<file path="config.mk">
export PLATFORM = sky130hd
export DESIGN_NAME = cop_node_flat
export DESIGN_NICKNAME = d
export VERILOG_FILES = /design/src/rtl/cop_pkg.sv /design/src/rtl/cop_link_if.sv /design/src/rtl/cop_fifo.sv /design/src/rtl/cop_node.sv /design/src/flat_wrapper.sv
export SDC_FILE = /design/constraint.sdc
export NUM_CORES = 1
export LEC_CHECK = 0
export BUFFER_PORTS_ARGS = -buffer_cell sky130_fd_sc_hd__buf_2
export CAP_MARGIN = 20
export CORE_MARGIN = 4
export CORE_UTILIZATION = 50
export DETAILED_ROUTE_END_ITERATION = 6
export PLACE_DENSITY = 0.76
export SYNTH_ARGS = -nofsm -noshare
export SYNTH_HDL_FRONTEND = slang
export SYNTH_SLANG_ARGS = --single-unit
</file>
<file path="constraint.sdc">
create_clock -name i_sys_clk -period 3.3 [get_ports i_sys_clk]
set_input_delay 0.495 -clock i_sys_clk [delete_from_list [all_inputs] [get_ports i_sys_clk]]
set_output_delay 0.495 -clock i_sys_clk [all_outputs]
set_load 0.05 [all_outputs]
</file>
<file path="src/rtl/cop_pkg.sv">
// cop_pkg: shared constants and types for the node protocol ends
// assumes: 20 MHz system clock, frames exchanged as 11-bit id + 8 bytes
package cop_pkg;
	localparam int unsigned CLK_HZ = 20000000;
	localparam int unsigned MAX_MODULES = 128;
	localparam logic [6:0] NODE_MIN = 7'h01;
	localparam logic [6:0] NODE_MAX = 7'h7f;
	localparam int unsigned ID_W = 11;
	localparam int unsigned DLC_MAX = 8;
	localparam int unsigned FIFO_DEPTH = 4;
	localparam int unsigned FRAME_W = 11 + 1 + 4 + 64;
	// bit rates in kbit/s
	localparam int unsigned RATE_MIN_KBPS = 20;
	localparam int unsigned RATE_LOW_KBPS = 10;
	localparam int unsigned RATE_HIGH_KBPS = 1000;
	localparam logic [2:0] RATE_SEL_10K = 3'h0;
	localparam logic [2:0] RATE_SEL_20K = 3'h1;
	localparam logic [2:0] RATE_SEL_1M = 3'h7;
	// init phase duration
	localparam int unsigned INIT_TIME_US = 10;
	localparam int unsigned INIT_CYC = (INIT_TIME_US * (CLK_HZ / 1000000));
	// identifier bases
	localparam logic [10:0] ID_NMT = 11'h000;
	localparam logic [10:0] ID_SYNC = 11'h080;
	localparam logic [10:0] ID_EMCY = 11'h080;
	localparam logic [10:0] ID_TPDO1 = 11'h180;
	localparam logic [10:0] ID_RPDO1 = 11'h200;
	localparam logic [10:0] ID_TSDO = 11'h580;
	localparam logic [10:0] ID_RSDO = 11'h600;
	localparam logic [10:0] ID_BOOT = 11'h700;
	// nmt command specifiers
	localparam logic [7:0] NMT_START = 8'h01;
	localparam logic [7:0] NMT_STOP = 8'h02;
	localparam logic [7:0] NMT_PREOP = 8'h80;
	localparam logic [7:0] NMT_RESET = 8'h81;
	// sdo command byte: bit0 last segment flag
	localparam logic [7:0] SDO_CMD_WR = 8'h20;
	localparam logic [7:0] SDO_CMD_RD = 8'h40;
	localparam logic [7:0] SDO_CMD_SEG = 8'h00;
	localparam logic [7:0] SDO_CMD_ACK = 8'h60;
	localparam logic [7:0] SDO_CMD_ABORT = 8'h80;
	localparam logic [7:0] SDO_CMD_DATA = 8'h43;
	localparam logic [7:0] PREOP_BOOT_DATA = 8'h00;

	typedef enum logic [1:0] {
		COP_ST_INIT = 2'b00,
		COP_ST_PREOP = 2'b01,
		COP_ST_OPER = 2'b10,
		COP_ST_PREP = 2'b11
	} cop_nmt_t;

	typedef struct packed {
		logic [10:0] id;
		logic rtr;
		logic [3:0] dlc;
		logic [63:0] data;
	} cop_frame_t;
endpackage

</file>
<file path="src/rtl/cop_link_if.sv">
// cop_link_if: frame channels between node and master side
// assumes: one clock, valid/ready handshake per frame
`timescale 1ns/1ps
interface cop_link_if;
	cop_pkg::cop_frame_t m2n_frame;
	logic m2n_valid;
	logic m2n_ready;
	cop_pkg::cop_frame_t n2m_frame;
	logic n2m_valid;
	logic n2m_ready;
	modport node (input m2n_frame, input m2n_valid, output m2n_ready,
		output n2m_frame, output n2m_valid, input n2m_ready);
	modport master (output m2n_frame, output m2n_valid, input m2n_ready,
		input n2m_frame, input n2m_valid, output n2m_ready);
endinterface

</file>
<file path="src/rtl/cop_fifo.sv">
// cop_fifo: small valid/ready FIFO for outgoing frames
// assumes: single clock, asynchronous active-low reset
`timescale 1ns/1ps
module cop_fifo #(
	parameter int unsigned WIDTH = 80,
	parameter int unsigned DEPTH = 4
) (
	input wire logic i_sys_clk,
	input wire logic i_resetn,
	input wire logic [WIDTH-1:0] i_data,
	input wire logic i_valid,
	output logic o_ready,
	output logic [WIDTH-1:0] o_data,
	output logic o_valid,
	input wire logic i_ready
);
	localparam int unsigned AW = $clog2(DEPTH);
	logic [WIDTH-1:0] mem_ff [DEPTH];
	logic [AW-1:0] wr_ff;
	logic [AW-1:0] rd_ff;
	logic [AW:0] cnt_ff;
	logic push;
	logic pop;
	assign o_ready = (cnt_ff != (AW+1)'(DEPTH));
	assign o_valid = (cnt_ff != '0);
	assign o_data = mem_ff[rd_ff];
	assign push = i_valid && o_ready;
	assign pop = o_valid && i_ready;
	always_ff @(posedge i_sys_clk) begin
		if (push) begin
			mem_ff[wr_ff] <= i_data;
		end
	end
	always_ff @(posedge i_sys_clk or negedge i_resetn) begin
		if (!i_resetn) begin
			wr_ff <= '0;
			rd_ff <= '0;
			cnt_ff <= '0;
		end else begin
			if (push) begin
				wr_ff <= (wr_ff == AW'(DEPTH - 1)) ? '0 : wr_ff + AW'(1);
			end
			if (pop) begin
				rd_ff <= (rd_ff == AW'(DEPTH - 1)) ? '0 : rd_ff + AW'(1);
			end
			if (push && !pop) begin
				cnt_ff <= cnt_ff + (AW+1)'(1);
			end else if (pop && !push) begin
				cnt_ff <= cnt_ff - (AW+1)'(1);
			end
		end
	end
endmodule

</file>
<file path="src/rtl/cop_node.sv">
// cop_node: network node end, nmt states, sdo server, pdo producer
// assumes: frames arrive from the link one per handshake, one clock
// Functional notes
// RQ1: at most 128 modules, one master
// RQ2: node address accepted only 1..127
// RQ3: 20 kbit/s mandatory, 10k..1M optional
// RQ4: sdo confirmed, one request one response object
// RQ5: sdo addresses index plus sub-index
// RQ6: long sdo data split into segments
// RQ7: pdo unconfirmed, at most 8 bytes
// RQ8: pdo sent on internal event
// RQ9: remote request answered with pdo
// RQ10: pdo sent on each sync
// RQ11: rx pdo adopted at sync
// RQ12: power-up enters initialization
// RQ13: boot-up frame sent during initialization
// RQ14: init completes into pre-operational automatically
// RQ15: pre-op: sdo only, no pdo, no emergency
// RQ16: prepared: no sdo, no pdo
// RQ17: prepared left only by nmt command
// RQ18: operational: free to transmit
// RQ19: exactly one master, rest slaves
// RQ20: master commands slave state changes
// RQ21: all identifiers 11-bit standard
// RQ22: emergency on device error outside restricted states
// RQ23: start command enters operational
`timescale 1ns/1ps
module cop_node (
	input wire logic i_sys_clk,
	input wire logic i_resetn,
	cop_link_if.node link,
	input wire logic [6:0] i_node_id,
	input wire logic [2:0] i_rate_sel,
	input wire logic i_event,
	input wire logic [63:0] i_tx_pdo,
	input wire logic i_dev_err,
	input wire logic [15:0] i_err_code,
	output logic [1:0] o_nmt_state,
	output logic [63:0] o_rx_pdo,
	output logic o_addr_ok,
	output logic [2:0] o_rate,
	output logic [15:0] o_sdo_index,
	output logic [7:0] o_sdo_sub,
	output logic [31:0] o_sdo_wdata,
	output logic o_sdo_wr
);
	cop_pkg::cop_nmt_t st_ff;
	logic [6:0] id_ff;
	logic [15:0] init_cnt_ff;
	logic boot_done_ff;
	logic [63:0] rx_stage_ff;
	logic [31:0] seg_data_ff;
	logic [15:0] idx_ff;
	logic [7:0] sub_ff;
	logic err_d_ff;
	cop_pkg::cop_frame_t q_frame;
	cop_pkg::cop_frame_t in_f;
	logic q_valid;
	logic q_ready;
	logic take;
	logic is_nmt;
	logic is_sync;
	logic is_rsdo;
	logic is_rpdo;
	logic is_rtr;
	logic nmt_mine;
	logic talk;
	logic pdo_ok;
	logic emcy_ok;
	logic sdo_ok;
	logic emcy_go;

	assign in_f = link.m2n_frame;
	assign take = link.m2n_valid && link.m2n_ready;
	assign nmt_mine = in_f.data[15:8] == {1'b0, id_ff} || in_f.data[15:8] == 8'h00;
	assign is_nmt = in_f.id == cop_pkg::ID_NMT && nmt_mine;
	assign is_sync = in_f.id == cop_pkg::ID_SYNC;
	assign is_rsdo = in_f.id == (cop_pkg::ID_RSDO | {4'h0, id_ff}); // [RQ2]
	assign is_rpdo = in_f.id == (cop_pkg::ID_RPDO1 | {4'h0, id_ff}) && !in_f.rtr;
	assign is_rtr = in_f.id == (cop_pkg::ID_TPDO1 | {4'h0, id_ff}) && in_f.rtr;
	assign sdo_ok = o_addr_ok && (st_ff == cop_pkg::COP_ST_PREOP
		|| st_ff == cop_pkg::COP_ST_OPER); // [RQ15] [RQ16]
	assign pdo_ok = o_addr_ok && st_ff == cop_pkg::COP_ST_OPER; // [RQ15] [RQ18]
	assign emcy_ok = pdo_ok; // [RQ22]
	// hold input while the tx queue is full so no answer is lost
	assign link.m2n_ready = q_ready;

	// address latched after reset release; 0 marks invalid
	always_ff @(posedge i_sys_clk or negedge i_resetn) begin
		if (!i_resetn) begin
			id_ff <= 7'h00;
			o_addr_ok <= 1'b0;
			o_rate <= cop_pkg::RATE_SEL_20K;
		end else if (st_ff == cop_pkg::COP_ST_INIT) begin
			id_ff <= i_node_id;
			o_addr_ok <= i_node_id >= cop_pkg::NODE_MIN
				&& i_node_id <= cop_pkg::NODE_MAX; // [RQ2] [RQ1]
			o_rate <= (i_rate_sel > cop_pkg::RATE_SEL_1M) ?
				cop_pkg::RATE_SEL_20K : i_rate_sel; // [RQ3]
		end
	end

	// network management state
	always_ff @(posedge i_sys_clk or negedge i_resetn) begin
		if (!i_resetn) begin
			st_ff <= cop_pkg::COP_ST_INIT; // [RQ12]
			init_cnt_ff <= '0;
		end else begin
			case (st_ff)
				cop_pkg::COP_ST_INIT: begin
					if (init_cnt_ff == 16'(cop_pkg::INIT_CYC - 1)) begin
						if (boot_done_ff || !o_addr_ok) begin
							st_ff <= cop_pkg::COP_ST_PREOP; // [RQ14]
							init_cnt_ff <= '0;
						end
					end else begin
						init_cnt_ff <= init_cnt_ff + 16'h0001;
					end
				end
				default: begin
					if (take && is_nmt) begin // [RQ17] [RQ20]
						case (in_f.data[7:0])
							cop_pkg::NMT_START: st_ff <= cop_pkg::COP_ST_OPER; // [RQ23]
							cop_pkg::NMT_STOP: st_ff <= cop_pkg::COP_ST_PREP;
							cop_pkg::NMT_PREOP: st_ff <= cop_pkg::COP_ST_PREOP;
							cop_pkg::NMT_RESET: st_ff <= cop_pkg::COP_ST_INIT;
							default: st_ff <= st_ff;
						endcase
					end
				end
			endcase
		end
	end
	assign o_nmt_state = st_ff;

	// sdo request capture
	always_ff @(posedge i_sys_clk or negedge i_resetn) begin
		if (!i_resetn) begin
			idx_ff <= '0;
			sub_ff <= '0;
			seg_data_ff <= '0;
			o_sdo_wr <= 1'b0;
		end else begin
			o_sdo_wr <= 1'b0;
			if (take && is_rsdo && sdo_ok) begin
				if (in_f.data[7:5] != 3'b000) begin
					idx_ff <= in_f.data[23:8]; // [RQ5]
					sub_ff <= in_f.data[31:24];
					seg_data_ff <= in_f.data[63:32];
					o_sdo_wr <= in_f.data[7:0] == cop_pkg::SDO_CMD_WR;
				end else begin
					seg_data_ff <= in_f.data[39:8]; // [RQ6]
					o_sdo_wr <= 1'b1;
				end
			end
		end
	end
	assign o_sdo_index = idx_ff;
	assign o_sdo_sub = sub_ff;
	assign o_sdo_wdata = seg_data_ff;

	// received pdo staged then adopted on sync
	always_ff @(posedge i_sys_clk or negedge i_resetn) begin
		if (!i_resetn) begin
			rx_stage_ff <= '0;
			o_rx_pdo <= '0;
		end else begin
			if (take && is_rpdo && pdo_ok) begin
				rx_stage_ff <= in_f.data;
			end
			if (take && is_sync && pdo_ok) begin
				o_rx_pdo <= rx_stage_ff; // [RQ11]
			end
		end
	end

	// transmit request selection into the queue
	always_comb begin
		q_valid = 1'b0;
		q_frame = '0;
		emcy_go = 1'b0;
		if (st_ff == cop_pkg::COP_ST_INIT && !boot_done_ff && o_addr_ok) begin
			q_valid = 1'b1; // [RQ13]
			q_frame.id = cop_pkg::ID_BOOT | {4'h0, id_ff}; // [RQ21]
			q_frame.dlc = 4'h1;
			q_frame.data[7:0] = cop_pkg::PREOP_BOOT_DATA;
		end else if (take && is_rsdo && sdo_ok) begin
			q_valid = 1'b1; // [RQ4]
			q_frame.id = cop_pkg::ID_TSDO | {4'h0, id_ff};
			q_frame.dlc = 4'h8;
			q_frame.data[7:0] = (in_f.data[7:0] == cop_pkg::SDO_CMD_RD) ?
				cop_pkg::SDO_CMD_DATA : cop_pkg::SDO_CMD_ACK;
			q_frame.data[31:8] = in_f.data[31:8];
		end else if (pdo_ok && ((take && (is_rtr || is_sync)) || i_event)) begin
			q_valid = 1'b1; // [RQ7] [RQ8] [RQ9] [RQ10]
			q_frame.id = cop_pkg::ID_TPDO1 | {4'h0, id_ff};
			q_frame.dlc = 4'(cop_pkg::DLC_MAX);
			q_frame.data = i_tx_pdo;
		end else if (emcy_ok && i_dev_err && !err_d_ff) begin
			q_valid = 1'b1; // [RQ22]
			emcy_go = 1'b1;
			q_frame.id = cop_pkg::ID_EMCY | {4'h0, id_ff};
			q_frame.dlc = 4'h2;
			q_frame.data[15:0] = i_err_code;
		end
	end

	always_ff @(posedge i_sys_clk or negedge i_resetn) begin
		if (!i_resetn) begin
			boot_done_ff <= 1'b0;
			err_d_ff <= 1'b0;
		end else begin
			if (st_ff == cop_pkg::COP_ST_INIT && q_valid && q_ready) begin
				boot_done_ff <= 1'b1;
			end else if (st_ff != cop_pkg::COP_ST_INIT) begin
				boot_done_ff <= 1'b0;
			end
			// edge kept pending while a pdo wins the queue slot
			if (!(emcy_ok && i_dev_err && !err_d_ff)
				|| (emcy_go && q_ready)) begin // [RQ22]
				err_d_ff <= i_dev_err;
			end
		end
	end

	cop_fifo #(
		.WIDTH(cop_pkg::FRAME_W),
		.DEPTH(cop_pkg::FIFO_DEPTH)
	) u_txq (
		.i_sys_clk(i_sys_clk),
		.i_resetn(i_resetn),
		.i_data(q_frame),
		.i_valid(q_valid),
		.o_ready(q_ready),
		.o_data(link.n2m_frame),
		.o_valid(link.n2m_valid),
		.i_ready(link.n2m_ready)
	);
endmodule

</file>
<file path="src/flat_wrapper.sv">
// flat-port wrapper written by rule: the top's interface ports become plain ports
module cop_node_flat 
  (i_sys_clk, i_resetn, i_node_id, i_rate_sel, i_event, i_tx_pdo, i_dev_err, i_err_code, o_nmt_state, o_rx_pdo, o_addr_ok, o_rate, o_sdo_index, o_sdo_sub, o_sdo_wdata, o_sdo_wr, link_m2n_frame, link_m2n_valid, link_m2n_ready, link_n2m_frame, link_n2m_valid, link_n2m_ready);
  cop_link_if link_i ();
  input wire logic i_sys_clk;
  input wire logic i_resetn;
  input wire logic [6:0] i_node_id;
  input wire logic [2:0] i_rate_sel;
  input wire logic i_event;
  input wire logic [63:0] i_tx_pdo;
  input wire logic i_dev_err;
  input wire logic [15:0] i_err_code;
  output logic [1:0] o_nmt_state;
  output logic [63:0] o_rx_pdo;
  output logic o_addr_ok;
  output logic [2:0] o_rate;
  output logic [15:0] o_sdo_index;
  output logic [7:0] o_sdo_sub;
  output logic [31:0] o_sdo_wdata;
  output logic o_sdo_wr;
  input wire logic [$bits(link_i.m2n_frame)-1:0] link_m2n_frame;
  input wire logic [$bits(link_i.m2n_valid)-1:0] link_m2n_valid;
  output wire logic [$bits(link_i.m2n_ready)-1:0] link_m2n_ready;
  output wire logic [$bits(link_i.n2m_frame)-1:0] link_n2m_frame;
  output wire logic [$bits(link_i.n2m_valid)-1:0] link_n2m_valid;
  input wire logic [$bits(link_i.n2m_ready)-1:0] link_n2m_ready;
  assign link_i.m2n_frame = link_m2n_frame;
  assign link_i.m2n_valid = link_m2n_valid;
  assign link_m2n_ready = link_i.m2n_ready;
  assign link_n2m_frame = link_i.n2m_frame;
  assign link_n2m_valid = link_i.n2m_valid;
  assign link_i.n2m_ready = link_n2m_ready;
  cop_node u_core (.i_sys_clk(i_sys_clk), .i_resetn(i_resetn), .link(link_i), .i_node_id(i_node_id), .i_rate_sel(i_rate_sel), .i_event(i_event), .i_tx_pdo(i_tx_pdo), .i_dev_err(i_dev_err), .i_err_code(i_err_code), .o_nmt_state(o_nmt_state), .o_rx_pdo(o_rx_pdo), .o_addr_ok(o_addr_ok), .o_rate(o_rate), .o_sdo_index(o_sdo_index), .o_sdo_sub(o_sdo_sub), .o_sdo_wdata(o_sdo_wdata), .o_sdo_wr(o_sdo_wr));
endmodule
</file>
; Yosys cells after proc, flatten, opt, wreduce, memory -nomap -nowiden
; Memories as Yosys holds them, arrays and structs flattened.
; Index checks and enable logic that the tools add are counted.
[totals]
word_cells = 140
output_inout_bits = 209
regBits = 223
ram_bits = 316
n_memories = 1
in_bits = 176
[memory_table]
columns = memory, words, width, rd, rd_clocked_by_memory_dff, wr, line
row1 = u_core.u_txq.mem_ff, 4, 79, 1, 0, 1, cop_fifo.sv:18  ; logic [WIDTH-1:0] mem_ff [DEPTH];
[op_classes]
add_sub_neg = 5
n_eq_ne = 20
muxes = 42
n_reduce_logical = 53
n_lt_le_gt_ge = 3
[op_table]
columns = cell, n
row1 = two-way mux 32 bit, 3
row2 = two-way mux 16 bit, 4
row3 = two-way mux 56 bit, 1
row4 = two-way mux 48 bit, 1
row5 = two-way mux 11 bit, 3
row6 = logical AND 1 bit, 27
row7 = "adder 16 x 1 -> 16 bit, second input constant", 1
row8 = "== test 16 x 8 -> 1 bit, second input constant", 1
row9 = "== test 8 bit, second input constant", 2
row10 = two-way mux 8 bit, 2
row11 = two-way mux 2 bit, 7
row12 = two-way mux 1 bit, 13
row13 = two-way mux 4 bit, 3
row14 = == test 11 x 10 -> 1 bit, 1
row15 = == test 11 bit, 1
row16 = "== test 11 x 8 -> 1 bit, second input constant", 1
row17 = == test 11 x 9 -> 1 bit, 1
row18 = logical NOT 11 bit, 1
row19 = two-way mux 3 bit, 3
row20 = "== test 8 x 1 -> 1 bit, second input constant", 1
row21 = "== test 8 x 2 -> 1 bit, second input constant", 1
row22 = "== test 8 x 6 -> 1 bit, second input constant", 1
row23 = == test 8 x 7 -> 1 bit, 1
row24 = "== test 8 x 7 -> 1 bit, second input constant", 1
row25 = 22 further kinds, 42

; Depth between registers and ports, before layout
; Gate-level depths: netlist (run 1).
[logic_depth]
ltp_word = 14
mapped_depth = 14
mapped_depth_nobuf = 13

; Cells and area by module
; Synthesis (run 1) repeated with hierarchy kept, for this count alone.
[unflattened]
hier_cells = 1265
hier_area_um2 = 21981.1
[modules_own_cells]
columns = module, cells_per_inst, area_per_inst_um2, instances, seq_area_each_um2
row1 = cop_fifo, 455, 12056.6, 1, 9784.4
row2 = cop_node, 810, 9924.5, 1, 5406.4

; Worst setup path before layout (run 1)
; OpenSTA, ideal clock, no wires.
[synth_path]
path_kind = register to register
start = register u_core.st_ff[1], in the netlist u_core.o_nmt_state[1]
end = memory u_core.u_txq.mem_ff[0][0] (netlist bit) (enable)
path_slack_ps = -233
stages_incl_launch_ff = 9
period_less_slack_ps = 3533
required_time_ps = 2899
setup_time_ps = 401
arrival_time_ps = 3132
path_buffers = 1
path_cell_list = dfrtp_1 ha_1 and2_1 nand4_1 o2bb2a_1 and2_4 buf_6 a41oi_4 and2_2
[synth_via]
elab_chain_cells = 11
elab_cells_between_ends = 19
classes_between = 2 x eq/ne / 6 x mux / 11 x reduce/logical
[synth_rtl]
columns = element, line
row1 = start: declaration, cop_node.sv:47  ; cop_pkg::cop_nmt_t st_ff;
row2 = start signal: assignment, cop_node.sv:106  ; st_ff <= cop_pkg::COP_ST_INIT;
row3 = start signal: assignment, cop_node.sv:113  ; st_ff <= cop_pkg::COP_ST_PREOP;
row4 = start signal: assignment, cop_node.sv:123  ; cop_pkg::NMT_START: st_ff <= cop_pkg::COP_ST_OPER;
row5 = == test 2 bit, "cop_node.sv:82, cop_node.sv:83"
row6 = logical AND 1 bit, cop_node.sv:83  ; assign pdo_ok = o_addr_ok && st_ff == cop_pkg::COP_ST_OPER;
row7 = logical AND 1 bit (2 in series), cop_node.sv:199  ; end else if (emcy_ok && i_dev_err && !err_d_ff) begin
row8 = two-way mux 1 bit, cop_node.sv:199
row9 = two-way mux 1 bit, cop_node.sv:194  ; end else if (pdo_ok && ((take && (is_rtr || is_sync)) || i_event)) begin
row10 = two-way mux 1 bit, cop_node.sv:187  ; end else if (take && is_rsdo && sdo_ok) begin
row11 = two-way mux 1 bit *, cop_node.sv:182  ; if (st_ff == cop_pkg::COP_ST_INIT && !boot_done_ff && o_addr_ok) begin
row12 = logical AND 1 bit *, cop_fifo.sv:27  ; assign push = i_valid && o_ready;
row13 = via u_core.u_txq.push, cop_fifo.sv:22  ; logic push;
row14 = two-way mux 1 bit *, cop_fifo.sv:30  ; if (push) begin
row15 = two-way mux 1 bit (not written as such) *, cop_fifo.sv:31  ; mem_ff[wr_ff] <= i_data;
row16 = end: declaration, cop_fifo.sv:18
; Mark *: on every way through the listed nets, which the timed path passes. The rest lies on a longest branch.

; Final worst setup path (run 1)
[layout_path]
start = register u_core.u_txq.rd_ff[0]
end = output link_n2m_frame[64]
[layout_via]
elab_chain_cells = 1
[layout_rtl]
columns = element, line
row1 = start: declaration, cop_fifo.sv:20  ; logic [AW-1:0] rd_ff;
row2 = start signal: assignment, cop_fifo.sv:44  ; rd_ff <= (rd_ff == AW'(DEPTH - 1)) ? '0 : rd_ff + AW'(1);
row3 = memory read (4 x 79 bit), --
row4 = end: declaration, flat_wrapper.sv:24  ; output wire logic [$bits(link_i.n2m_frame)-1:0] link_n2m_frame;
; Every way passes these cells.

==> results by group, run 1 <==
Status
  – Outcome: completed

STA
  – Worst setup margin: between 300 and 400 ps
  – Crit path time final: roughly 3000 ps
  – Fmax achieved: around 0.34 GHz
  – Max Slew Vio Count: 0
  – Final period util: 0.8954
  – # setup viols final: 0
  – Slew at the pin closest to its max-slew limit: 954.4 ps
  – RSZ-0062 raised after global routing: no
  – Max transition margin: 0.3637
  – Final Hold Fails: 0
  – Final worst clock skew: about 24 ps

Clock network
  – Inserted Clock Buffers: 53
  – Clk buf depth: 3
  – CTS sink count: approximately 530
  – CTS root buffer: clkbuf_16
  – Htree depth: 2
  – Clock-pin slew of the registers on the worst-case setup and hold paths: around 60 ps
  – Clock tree from TritonCTS: done
  – Worst-Skew Late Latency: between 500 and 600 ps
  – Resized cells post-CTS: 0

Yosys
  – Top cells by area, synth: edfxtp_1 (43%), dfrtp_1 (26%), mux2_2 (8.7%)
  – Post-synthesis register bit count: roughly 530
  – Top FF cell, synth: edfxtp_1
  – Post-synth top cells: edfxtp_1 (308), dfrtp_1 (222), mux2_2 (165)
  – Cell variety after synth: just under 70
  – Share of the synthesized area in the top cell type: 0.4349
  – Synth warn: 0
  – Yosys top cell by area: edfxtp_1
  – Avg Cell Area, Syn: 17.74 um2
  – Async set-reset flop share out of synthesis: 0.4200
  – Most frequent cell after synthesis: edfxtp_1
  – Post-synthesis cell area: about 0.021 mm2
  – Post-synth EDFFs: between 300 and 400
  – Sequential area share after synthesis: 0.6974
  – Synth Instances: between 1000 and 1500

Route
  – Detailed-route DRC error count: 0
  – First-pass detailed-route iteration total: 4
  – Final wirelength: 51350 um
  – WL/cell: around 23 um
  – Iter 0 DRT Violations: approximately 760
  – Final ANT Viol Nets: 0
  – Vias: about 12000
  – Via/cell ratio: between 5 and 6

Floorplanning
  – Die area: between 0.04 and 0.05 mm2
  – Die height: 214.2 um
  – Initial core utilization: 0.5058
  – Core footprint: 0.04204 mm2
  – I/O pins: just under 400
  – Die W: 214.2 um
  – # rows: 75

Critical path
  – Crit path cell chain: buf_4, mux4_2, buf_2
  – Critical path's slowest cell: mux4_2
  – Worst-path maximum fanout: 30
  – Family with the most delay on the worst path: buffers and inverters
  – Critical path required time: 2800 ps
  – Critical Path Max Stage Delay: between 600 and 700 ps
  – CP Capture Type: primary output
  – Worst Reg-to-Reg Cells: 8
  – Worst EP arrival: approximately 2500 ps
  – Setup CP Type: register to primary output
  – R2R setup slack: 350 ps
  – CP Buf/Inv Count: 2
  – Critical Path Stages: 3
  – Crit path launch type: register

Layout
  – Final instance area: 0.02578 mm2
  – Final nets: ~1800
  – Fraction of layout cells with a size suffix above 1: 0.4578
  – Filler cell count in the final layout: between 3000 and 4000
  – Area Overhead vs Synth: 21.23%

Place
  – Post-DP Area: around 0.024 mm2
  – Hpwl dp: approximately 35000 um
  – Port Buffer Count: between 300 and 400
  – Pre-CTS setup slack: between 200 and 250 ps
  – Final Wtd Congestion: roughly 0.84

Global route
  – Largest net degree at the start of global routing: 82
  – First-pass GRT wire length: 79110 um
  – Initial antenna violation count: 13
  – Total track usage: 0.2219
  – Vias in the first global route: between 10000 and 15000
  – Grt total ovfl: 0

Pwr
  – Peak VDD IR: 528.3 uV
  – Pleak: around 11 nW
  – Pwr dens: about 670 mW/mm2

Worst hold path
  – Hold path cells: 2
  – Worst hold path class: input pin to register

Run
  – Max cap viols: 0
stage by stage:
stage,setup TNS (ps),total power [mW],std cells,util,hold slack (ps)
floorplan,-71850,10.32,1200,-,199.4
global placement,0,11.38,2084,0.5705,458.7
detailed placement,0,11.39,2084,0.5705,465.3
CTS,0,17.40,2184,0.6127,111.6
global route,0,17.84,2189,0.6130,135.1
finish,0,17.19,2193,0.6132,149.1
report_power, final:
| group | total (mW) | switching, mW | internal (mW) |
|---|---|---|---|
| Combinational | 4.03 | 2.78 | 1.25 |
| Clock | 6.00 | 2.44 | 3.56 |
| Sequential | 7.17 | 0.146 | 7.02 |
| Total | 17.2 | 5.36 | 11.8 |
flip-flops by register name (all words and copies together) (netlist names), 2 cells and up:
name / count
u_core.u_txq.mem_ff: 308
u_core.u_txq.cnt_ff: 3
u_core.rx_stage_ff: 64
u_core.o_sdo_sub: 8
u_core.o_sdo_index: 16
u_core.u_txq.wr_ff: 2
u_core.u_txq.rd_ff: 2
u_core.o_rate: 3
u_core.o_nmt_state: 2
u_core.id_ff: 7
u_core.o_rx_pdo: 64
u_core.init_cnt_ff: 16
u_core.o_sdo_wdata: 32
path summary, 6_finish.rpt:
check,startpoint,to
max reg2reg,u_core.u_txq.cnt_ff[0],u_core.u_txq.mem_ff[1][2]
min in group asynchronous,i_resetn,u_core.o_rate[2]
max,u_core.u_txq.rd_ff[0],link_n2m_frame[64]
min reg2reg,u_core.o_sdo_wdata[12],u_core.o_sdo_wdata[12]
min,i_rate_sel[2],u_core.o_rate[2]
max in group asynchronous,i_resetn,u_core.o_sdo_sub[4]
final cells by class:
class	count	area (um2)	share of cell area
flip-flops and latches	531	14840	0.5756
multi-input cells	595	6120	0.2374
repair buffers	408	2316	0.08984
clock buffers	84	1639	0.06358
well taps	539	674.4	0.02616
clock inverters	15	125.1	0.004853
inverters	12	45.04	0.001747
diodes	9	22.52	0.0008736
layout by cell type (no fill, tap or decap), types with 3 or more instances in the layout:
cell,instances
a21o_1,10
a21oi_1,6
a22o_1,31
a31oi_1,3
and2_1,40
and2_4,5
and3_1,6
buf_12,15
buf_2,377
buf_4,14
clkbuf_1,17
clkbuf_16,58
clkbuf_8,10
clkinv_1,6
clkinv_2,6
dfrtp_1,220
diode_2,9
edfxtp_1,308
ha_1,9
inv_1,10
mux2_2,165
mux2i_1,35
mux4_2,77
nand2_1,47
nand3_1,12
nand4_1,5
nor2_1,14
nor3_1,7
nor4_1,6
o21ai_0,43
or3_1,3
xnor2_1,10
xor2_1,17
layer usage:
layer  global-route usage  vias to the layer above  part of all wire
met4              0.07543                       12             0.029
met5                    0                        -            0.0013
met1               0.2930                     6303              0.41
li1                     -                     5421                 -
met3              0.07312                       91             0.088
met2               0.3515                      421              0.47
cells by family after synthesis:
kind of cell | after synthesis | synth area share
simple gates | 171 | 0.04660
buf+inv | 74 | 0.01665
fa+ha+maj | 10 | 0.006237
compound gates | 107 | 0.03571
flops | 531 | 0.6974
mux | 278 | 0.1861
other cells | 1 | 0.0001763
xor+xnor | 27 | 0.01112
repair_timing:
action	CTS	global route
setup buffers	0	0
endpoints found under the hold margin	78	0
hold buffers	1	0
worst reg2reg max path: stages, from the launching register on:
cell and delay [ps]:
dfrtp_1 460, nor3b_4 390, nor3b_1 140, nand3_2 130
buf_4 590, nand2_1 310, nor3_4 170, buf_4 300
a22o_1 280
No activity file was read; power rests on OpenSTA's default activity.
==> run 2, diff against run 1 <==
--- a/config.mk
+++ b/config.mk
@@ -7,7 +7,6 @@
 export LEC_CHECK = 0
 export BUFFER_PORTS_ARGS = -buffer_cell sky130_fd_sc_hd__buf_2
 export CAP_MARGIN = 20
-export CORE_MARGIN = 4
 export CORE_UTILIZATION = 50
 export DETAILED_ROUTE_END_ITERATION = 6
 export PLACE_DENSITY = 0.76
==> run 2 against run 1 <==
Net effect:
- power increased by 0.53%
- sequential power increased by 2%
- die area decreased by 5.5%
- via count increased by 0.63%
- clock power increased by 1%
- final cell count decreased by 0.18%
- maximum frequency decreased by 3.9%
- sequential share of layout area decreased by 0.17 points
- global-route usage increased by 1.7 points
- combinational power decreased by 3%
- largest power group unchanged
- critical path type unchanged
- register-to-register slack got worse by 20 ps
==> results by group, run 2 (synthesized netlist as in run 1, its figures left out) <==
Status
  – Outcome: completed

STA
  – Hold slack: 147.1 ps (-2.027 ps)
  – # setup viols final: 0 (unchanged)
  – Fmax achieved: 0.3252 GHz (-3.9%)
  – RSZ-0062 raised after global routing: no
  – Max Slew Vio Count: 0 (unchanged)
  – Worst setup margin: 225.0 ps (-120.3 ps)
  – Crit path time final: 3075 ps (+120.3 ps)
  – Slew at the pin closest to its max-slew limit: 963.7 ps (+9.262 ps)
  – Final worst clock skew: 18.25 ps (-5.254 ps)
  – Max transition margin: 0.3575 (-0.006174)
  – Final Hold Fails: 0 (unchanged)
  – Final period util: 0.9318 (+0.03645)

Layout
  – Fraction of layout cells with a size suffix above 1: 0.4635 (+0.005797)
  – Max reg flops: 308 (unchanged)
  – Final instance area: 0.02585 mm2 (+0.29%)
  – Biggest register: u_core.u_txq.mem_ff
  – Most frequent cells in the layout: buf_2 (377), edfxtp_1 (308), dfrtp_1 (220)
  – Final nets: 1792 (+0.28%)
  – Largest regs: u_core.u_txq.mem_ff: 308 flops, u_core.o_rx_pdo: 64 flops, u_core.rx_stage_ff: 64 flops
  – Most common cell after layout, fill and taps aside: buf_2
  – Area Overhead vs Synth: 21.58%

Global route
  – Largest net degree at the start of global routing: 88 (+7.3%)
  – Grt total ovfl: 0 (unchanged)
  – Initial antenna violation count: 14 (+1)
  – Total track usage: 0.2385 (+0.01658)
  – Vias in the first global route: 13010 (-0.71%)
  – First-pass GRT wire length: 77510 um (-2.0%)

Critical path
  – Worst r2r dst: u_core.u_txq.cnt_ff[2]
  – Worst Reg-to-Reg Cells: 13 (+5)
  – R2R setup slack: 330 ps (-20 ps)
  – Critical Path Max Stage Delay: 840 ps (+210 ps)
  – Worst EP arrival: 2580 ps (+120 ps)
  – Critical path required time: 2800 ps (about the same)
  – Critical path's slowest cell: dfrtp_4
  – Crit path launch type: register
  – Worst r2r src: u_core.o_nmt_state[0]
  – Worst-path maximum fanout: 31 (+3.3%)
  – CP Capture Type: primary output
  – Crit path cell chain: buf_12, mux4_2, buf_2
  – Setup CP Type: register to primary output

Route
  – First-pass detailed-route iteration total: 5 (+1)
  – Detailed-route DRC error count: 0 (unchanged)
  – Via/cell ratio: 5.630 (+0.81%)
  – Final ANT Viol Nets: 0 (unchanged)
  – Iter 0 DRT Violations: 721 (-5.6%)
  – Vias: 12330 (+0.63%)
  – WL/cell: 23.33 um (-0.36%)
  – Final wirelength: 51070 um (-0.54%)

Clock network
  – Clock tree from TritonCTS: done
  – Worst-Skew Late Latency: 580 ps (about the same)
  – Htree depth: 2 (unchanged)
  – CTS root buffer: clkbuf_16
  – CTS sink count: 531 (unchanged)
  – Inserted Clock Buffers: 53 (unchanged)
  – Post-CTS setup buffers: 0 (unchanged)
  – Clock-pin slew of the registers on the worst-case setup and hold paths: 60 ps (about the same)
  – Clk buf depth: 3 (unchanged)

Pwr
  – Pwr Total: 17.28 mW (+0.53%)
  – Peak VDD IR: 420.9 uV (-20%)
  – Pwr dens: 668.3 mW/mm2 (+0.24%)
  – Pleak: 11.10 nW (+0.46%)

Worst hold path
  – Hold path cells: 2 (unchanged)
  – Worst hold path class: input pin to register
  – Min-delay src: i_rate_sel[0]
  – Worst Hold End: u_core.o_rate[0]

Place
  – Post-DP Area: 0.02406 mm2 (+0.34%)
  – Hpwl dp: 34560 um (+0.16%)
  – Pre-CTS setup slack: 158.7 ps (-51.61 ps)
  – Port Buffer Count: 378 (unchanged)
  – Final Wtd Congestion: 0.8655 (+2.8%)

Floorplanning
  – Initial core utilization: 0.5070 (+0.001132)
  – Core footprint: 0.04195 mm2 (-0.22%)
  – Die height: 208.2 um (-2.8%)
  – I/O pins: 385 (unchanged)
  – Die area: 0.04336 mm2 (-5.5%)
  – Die W: 208.2 um (-2.8%)
  – # rows: 75 (unchanged)

Run
  – Max cap viols: 0 (unchanged)
==> run 2: changes by cell type in the layout (fill, tap and decap cells not counted), moves of 3 or more <==
cell	previous run	this run
buf_12	15	19
bufinv_16	2	5
clkbuf_1	17	8
clkbuf_16	58	55
clkinv_2	6	9
clkinv_4	0	3
diode_2	9	4
==> run 2: area by class of cell <==
| class | count | area, um2 |
|---|---|---|
| Fill cell | 3113 | 16090 |
| Sequential cell | 531 | 14840 |
| Multi-Input combinational cell | 595 | 6113 |
| Timing Repair Buffer | 413 | 2404 |
| Clock buffer | 71 | 1516 |
| Tap cell | 539 | 674.4 |
| Clock inverter | 24 | 254.0 |
| Inverter | 12 | 45.04 |
| Antenna cell | 4 | 10.01 |
==> run 2: worst max-delay path, delay by kind of cell (launching register included) <==
| kind | cells | cell delay, ps |
|---|---|---|
| flops | 1 | 840 |
| mux | 1 | 560 |
| buf+inv | 2 | 550 |
==> run 2: worst max-delay path by stage <==
stage | startpoint | end | slack, ps
final | u_core.u_txq.rd_ff[0] | link_n2m_frame[64] | 220
after global routing | u_core.u_txq.rd_ff[0] | link_n2m_frame[7] | 40
after CTS | u_core.u_txq.rd_ff[0] | link_n2m_frame[71] | 110
after detailed placement | link_m2n_frame[70] | u_core.u_txq.cnt_ff[2] | 160
after global placement | link_m2n_frame[70] | u_core.u_txq.cnt_ff[2] | 150
after floorplan | u_core.o_nmt_state[1] | u_core.u_txq.mem_ff[0][0] | -230
==> run 2: per-layer routing <==
layer / track usage / share of wire / vias to the layer above
met3: 0.07140 / 0.079 / 105
met2: 0.3839 / 0.49 / 450
met4: 0.08455 / 0.029 / 22
met1: 0.3085 / 0.40 / 6327
met5: 0 / 0.0028 / -
li1: - / - / 5421
==> run 2: repair_timing <==
action	CTS	global route
hold buffers	1	0
gates resized for setup	0	0
endpoints found under the hold margin	83	0
==> run 2: stage by stage <==
| stage | setup TNS (ps) | std cells | utilization |
|---|---|---|---|
| finish | 0 | 2189 | 0.6164 |
| global route | 0 | 2187 | 0.6163 |
| CTS | 0 | 2185 | 0.6161 |
| detailed placement | 0 | 2089 | 0.5737 |
| global placement | 0 | 2089 | 0.5737 |
| floorplan | -71850 | 1200 | - |
==> run 2: report_power, final <==
group / leakage (nW) / total, mW / switching (mW) / internal [mW]
combinational: 4.41 / 3.92 / 2.67 / 1.25
sequential: 5.82 / 7.28 / 0.260 / 7.02
clock: 0.875 / 6.08 / 2.48 / 3.61
==> run 3, diff against run 2 <==
--- a/config.mk
+++ b/config.mk
@@ -7,8 +7,11 @@
 export LEC_CHECK = 0
 export BUFFER_PORTS_ARGS = -buffer_cell sky130_fd_sc_hd__buf_2
 export CAP_MARGIN = 20
+export CORE_ASPECT_RATIO = 1.5
 export CORE_UTILIZATION = 50
+export CTS_CLUSTER_SIZE = 14
 export DETAILED_ROUTE_END_ITERATION = 6
+export GPL_ROUTABILITY_DRIVEN = 1
 export PLACE_DENSITY = 0.76
 export SYNTH_ARGS = -nofsm -noshare
 export SYNTH_HDL_FRONTEND = slang
==> run 3 against run 2 <==
Net effect:
- final cell count grew 1.1%
- via count shrank 0.63%
- critical path depth is the same
- register-to-register slack lost 20 ps
- design area shrank 0.66%
- die area is essentially flat
- sequential power is essentially flat
- flip-flop and latch count is the same
- non-clock buffer count grew 6
- clock skew shrank 6.6 ps
- global-route usage shrank 0.62 points
- clock-buffer cell count shrank 10
==> results by group, run 3 (synthesized netlist as in run 1, its figures left out) <==
Status
  – Outcome: completed

Route
  – Detailed-route DRC error count: 0 (unchanged)
  – Iter 0 DRT Violations: 732 (+1.5%)
  – Via/cell ratio: 5.532 (-1.8%)
  – Final wirelength: 50010 um (-2.1%)
  – Vias: 12250 (-0.63%)
  – Final ANT Viol Nets: 0 (unchanged)
  – First-pass detailed-route iteration total: 5 (unchanged)
  – WL/cell: 22.59 um (-3.2%)

Pwr
  – Pwr Total: 16.66 mW (-3.6%)
  – Pwr dens: 648.8 mW/mm2 (-2.9%)
  – Pleak: 11.01 nW (-0.86%)
  – Peak VDD IR: 418.9 uV (-0.46%)

Place
  – Hpwl dp: 33860 um (-2.0%)
  – Final Wtd Congestion: 0.8330 (-3.8%)
  – Port Buffer Count: 378 (unchanged)

Critical path
  – R2R setup slack: 310 ps (-20 ps)
  – Critical path required time: 2800 ps (about the same)
  – Setup CP Type: register to primary output
  – Crit path launch type: register
  – Worst-path maximum fanout: 30 (-3.2%)
  – Worst EP arrival: 2520 ps (-60 ps)
  – CP Capture Type: primary output

Clock network
  – Clk buf depth: 3 (unchanged)
  – Clock tree from TritonCTS: done
  – Inserted Clock Buffers: 49 (-7.5%)
  – Worst-Skew Late Latency: 570 ps (about the same)
  – CTS root buffer: clkbuf_16
  – Clock-pin slew of the registers on the worst-case setup and hold paths: 60 ps (about the same)
  – Resized cells post-CTS: 0 (unchanged)
  – CTS sink count: 531 (unchanged)
  – Htree depth: 2 (unchanged)

STA
  – Fmax achieved: 0.3316 GHz (+2.0%)
  – Crit path time final: 3016 ps (-59.43 ps)
  – Max transition margin: 0.4653 (+0.1078)
  – # setup viols final: 0 (unchanged)
  – Max Slew Vio Count: 0 (unchanged)
  – RSZ-0062 raised after global routing: no
  – Final worst clock skew: 11.64 ps (-6.617 ps)
  – Setup TNS: 0 ps (unchanged)
  – Slew at the pin closest to its max-slew limit: 802.0 ps (-161.7 ps)
  – Final period util: 0.9138 (-0.01801)
  – Hold slack: 161.0 ps (+13.93 ps)
  – Final Hold Fails: 0 (unchanged)

Floorplanning
  – I/O pins: 385 (unchanged)
  – Die area: 0.04338 mm2 (about the same)
  – Die height: 254.6 um (+22%)
  – Core footprint: 0.04202 mm2 (+0.16%)
  – Die W: 170.4 um (-18%)
  – # rows: 92 (+23%)
  – Initial core utilization: 0.5061 (-0.0008303)

Layout
  – Area Overhead vs Synth: 20.78%
  – Filler cell count in the final layout: 3131 (+0.58%)
  – Most common cell after layout, fill and taps aside: buf_2
  – Fraction of layout cells with a size suffix above 1: 0.4599 (-0.003694)
  – Final nets: 1794 (+0.11%)
  – Biggest register: u_core.u_txq.mem_ff
  – Sequential cell area: 0.01484 mm2 (unchanged)
  – Core Util, Final: 0.6113 (-0.005060)
  – Max reg flops: 308 (unchanged)
  – Most frequent cells in the layout: buf_2 (377), edfxtp_1 (308), dfrtp_1 (220)
  – Area of the multi-input gates: 0.006120 mm2 (+0.10%)
  – Largest regs: u_core.u_txq.mem_ff: 308 flops, u_core.o_rx_pdo: 64 flops, u_core.rx_stage_ff: 64 flops

Global route
  – Vias in the first global route: 12960 (-0.41%)
  – First-pass GRT wire length: 74880 um (-3.4%)
  – Total track usage: 0.2322 (-0.006234)
  – Initial antenna violation count: 14 (unchanged)
  – Grt total ovfl: 0 (unchanged)
  – Largest net degree at the start of global routing: 92 (+4.5%)

Worst hold path
  – Worst hold path class: input pin to register

Run
  – Max cap viols: 0 (unchanged)
run 3: cell count changes in the layout (fill, tap and decap cells not counted), sizes merged:
cell	previous run	this run
buf	411	417
bufinv	5	3
clkbuf	72	62
clkinv	18	20
clkinvlp	1	0
diode	4	6
inv	12	15
run 3: final timing paths:
| path | from | endpoint | cells after the start |
|---|---|---|---|
| min in group asynchronous | i_resetn | u_core.o_rx_pdo[53] | 2 |
| max in group asynchronous | i_resetn | u_core.o_rx_pdo[6] | 3 |
| hold / removal | i_rate_sel[0] | u_core.o_rate[0] | 2 |
| setup / recovery | u_core.u_txq.rd_ff[0] | link_n2m_frame[63] | 3 |
| setup reg to reg | u_core.id_ff[1] | u_core.u_txq.cnt_ff[2] | 11 |
| hold reg to reg | u_core.o_sdo_wdata[16] | u_core.o_sdo_wdata[16] | 2 |
run 3: power by group:
| group | total (mW) | switching [mW] | internal [mW] |
|---|---|---|---|
| Combinational | 3.96 | 2.68 | 1.28 |
| Clock | 5.44 | 2.41 | 3.04 |
| Sequential | 7.26 | 0.243 | 7.02 |
| Total | 16.7 | 5.33 | 11.3 |
run 3: per-stage QoR:
stage          cell area [um2]  worst slack (ps)  instances
3_3_place_gp             24100             171.0       2117
5_1_grt                  25680             144.8       2213
6_report                 25680             284.4       2214
4_1_cts                  25630             91.88       2205
3_5_place_dp             24100            0.2787       2117
2_1_floorplan            21270            -233.3       1200
run 3: area by class of cell:
cell class / instances / share of cell area
Tap cell: 564 / 0.02747
Sequential cell: 531 / 0.5777
Clock inverter: 26 / 0.008720
Timing Repair Buffer: 419 / 0.09485
Inverter: 12 / 0.001754
Antenna cell: 6 / 0.0005846
Multi-Input combinational cell: 595 / 0.2383
Clock buffer: 61 / 0.05066
run 3: routing by layer:
metal | GRT usage | part of all wire | vias up
met1 | 0.2767 | 0.38 | 6266
met2 | 0.4026 | 0.52 | 418
met4 | 0.09858 | 0.037 | 18
met5 | 0 | 0.0024 | -
li1 | - | - | 5421
met3 | 0.05493 | 0.065 | 124
run 3: worst max-delay path, stage by stage (launching register included):
cell and delay (ps):
dfrtp_4 850, buf_4 330, mux4_2 520, buf_2 230
run 3: timing repair:
item / in CTS / in global routing
buffers inserted: 0 / 3
endpoints found under the hold margin: 12 / 0
endpoints found under the setup margin: 0 / 56
hold buffers: 1 / 0
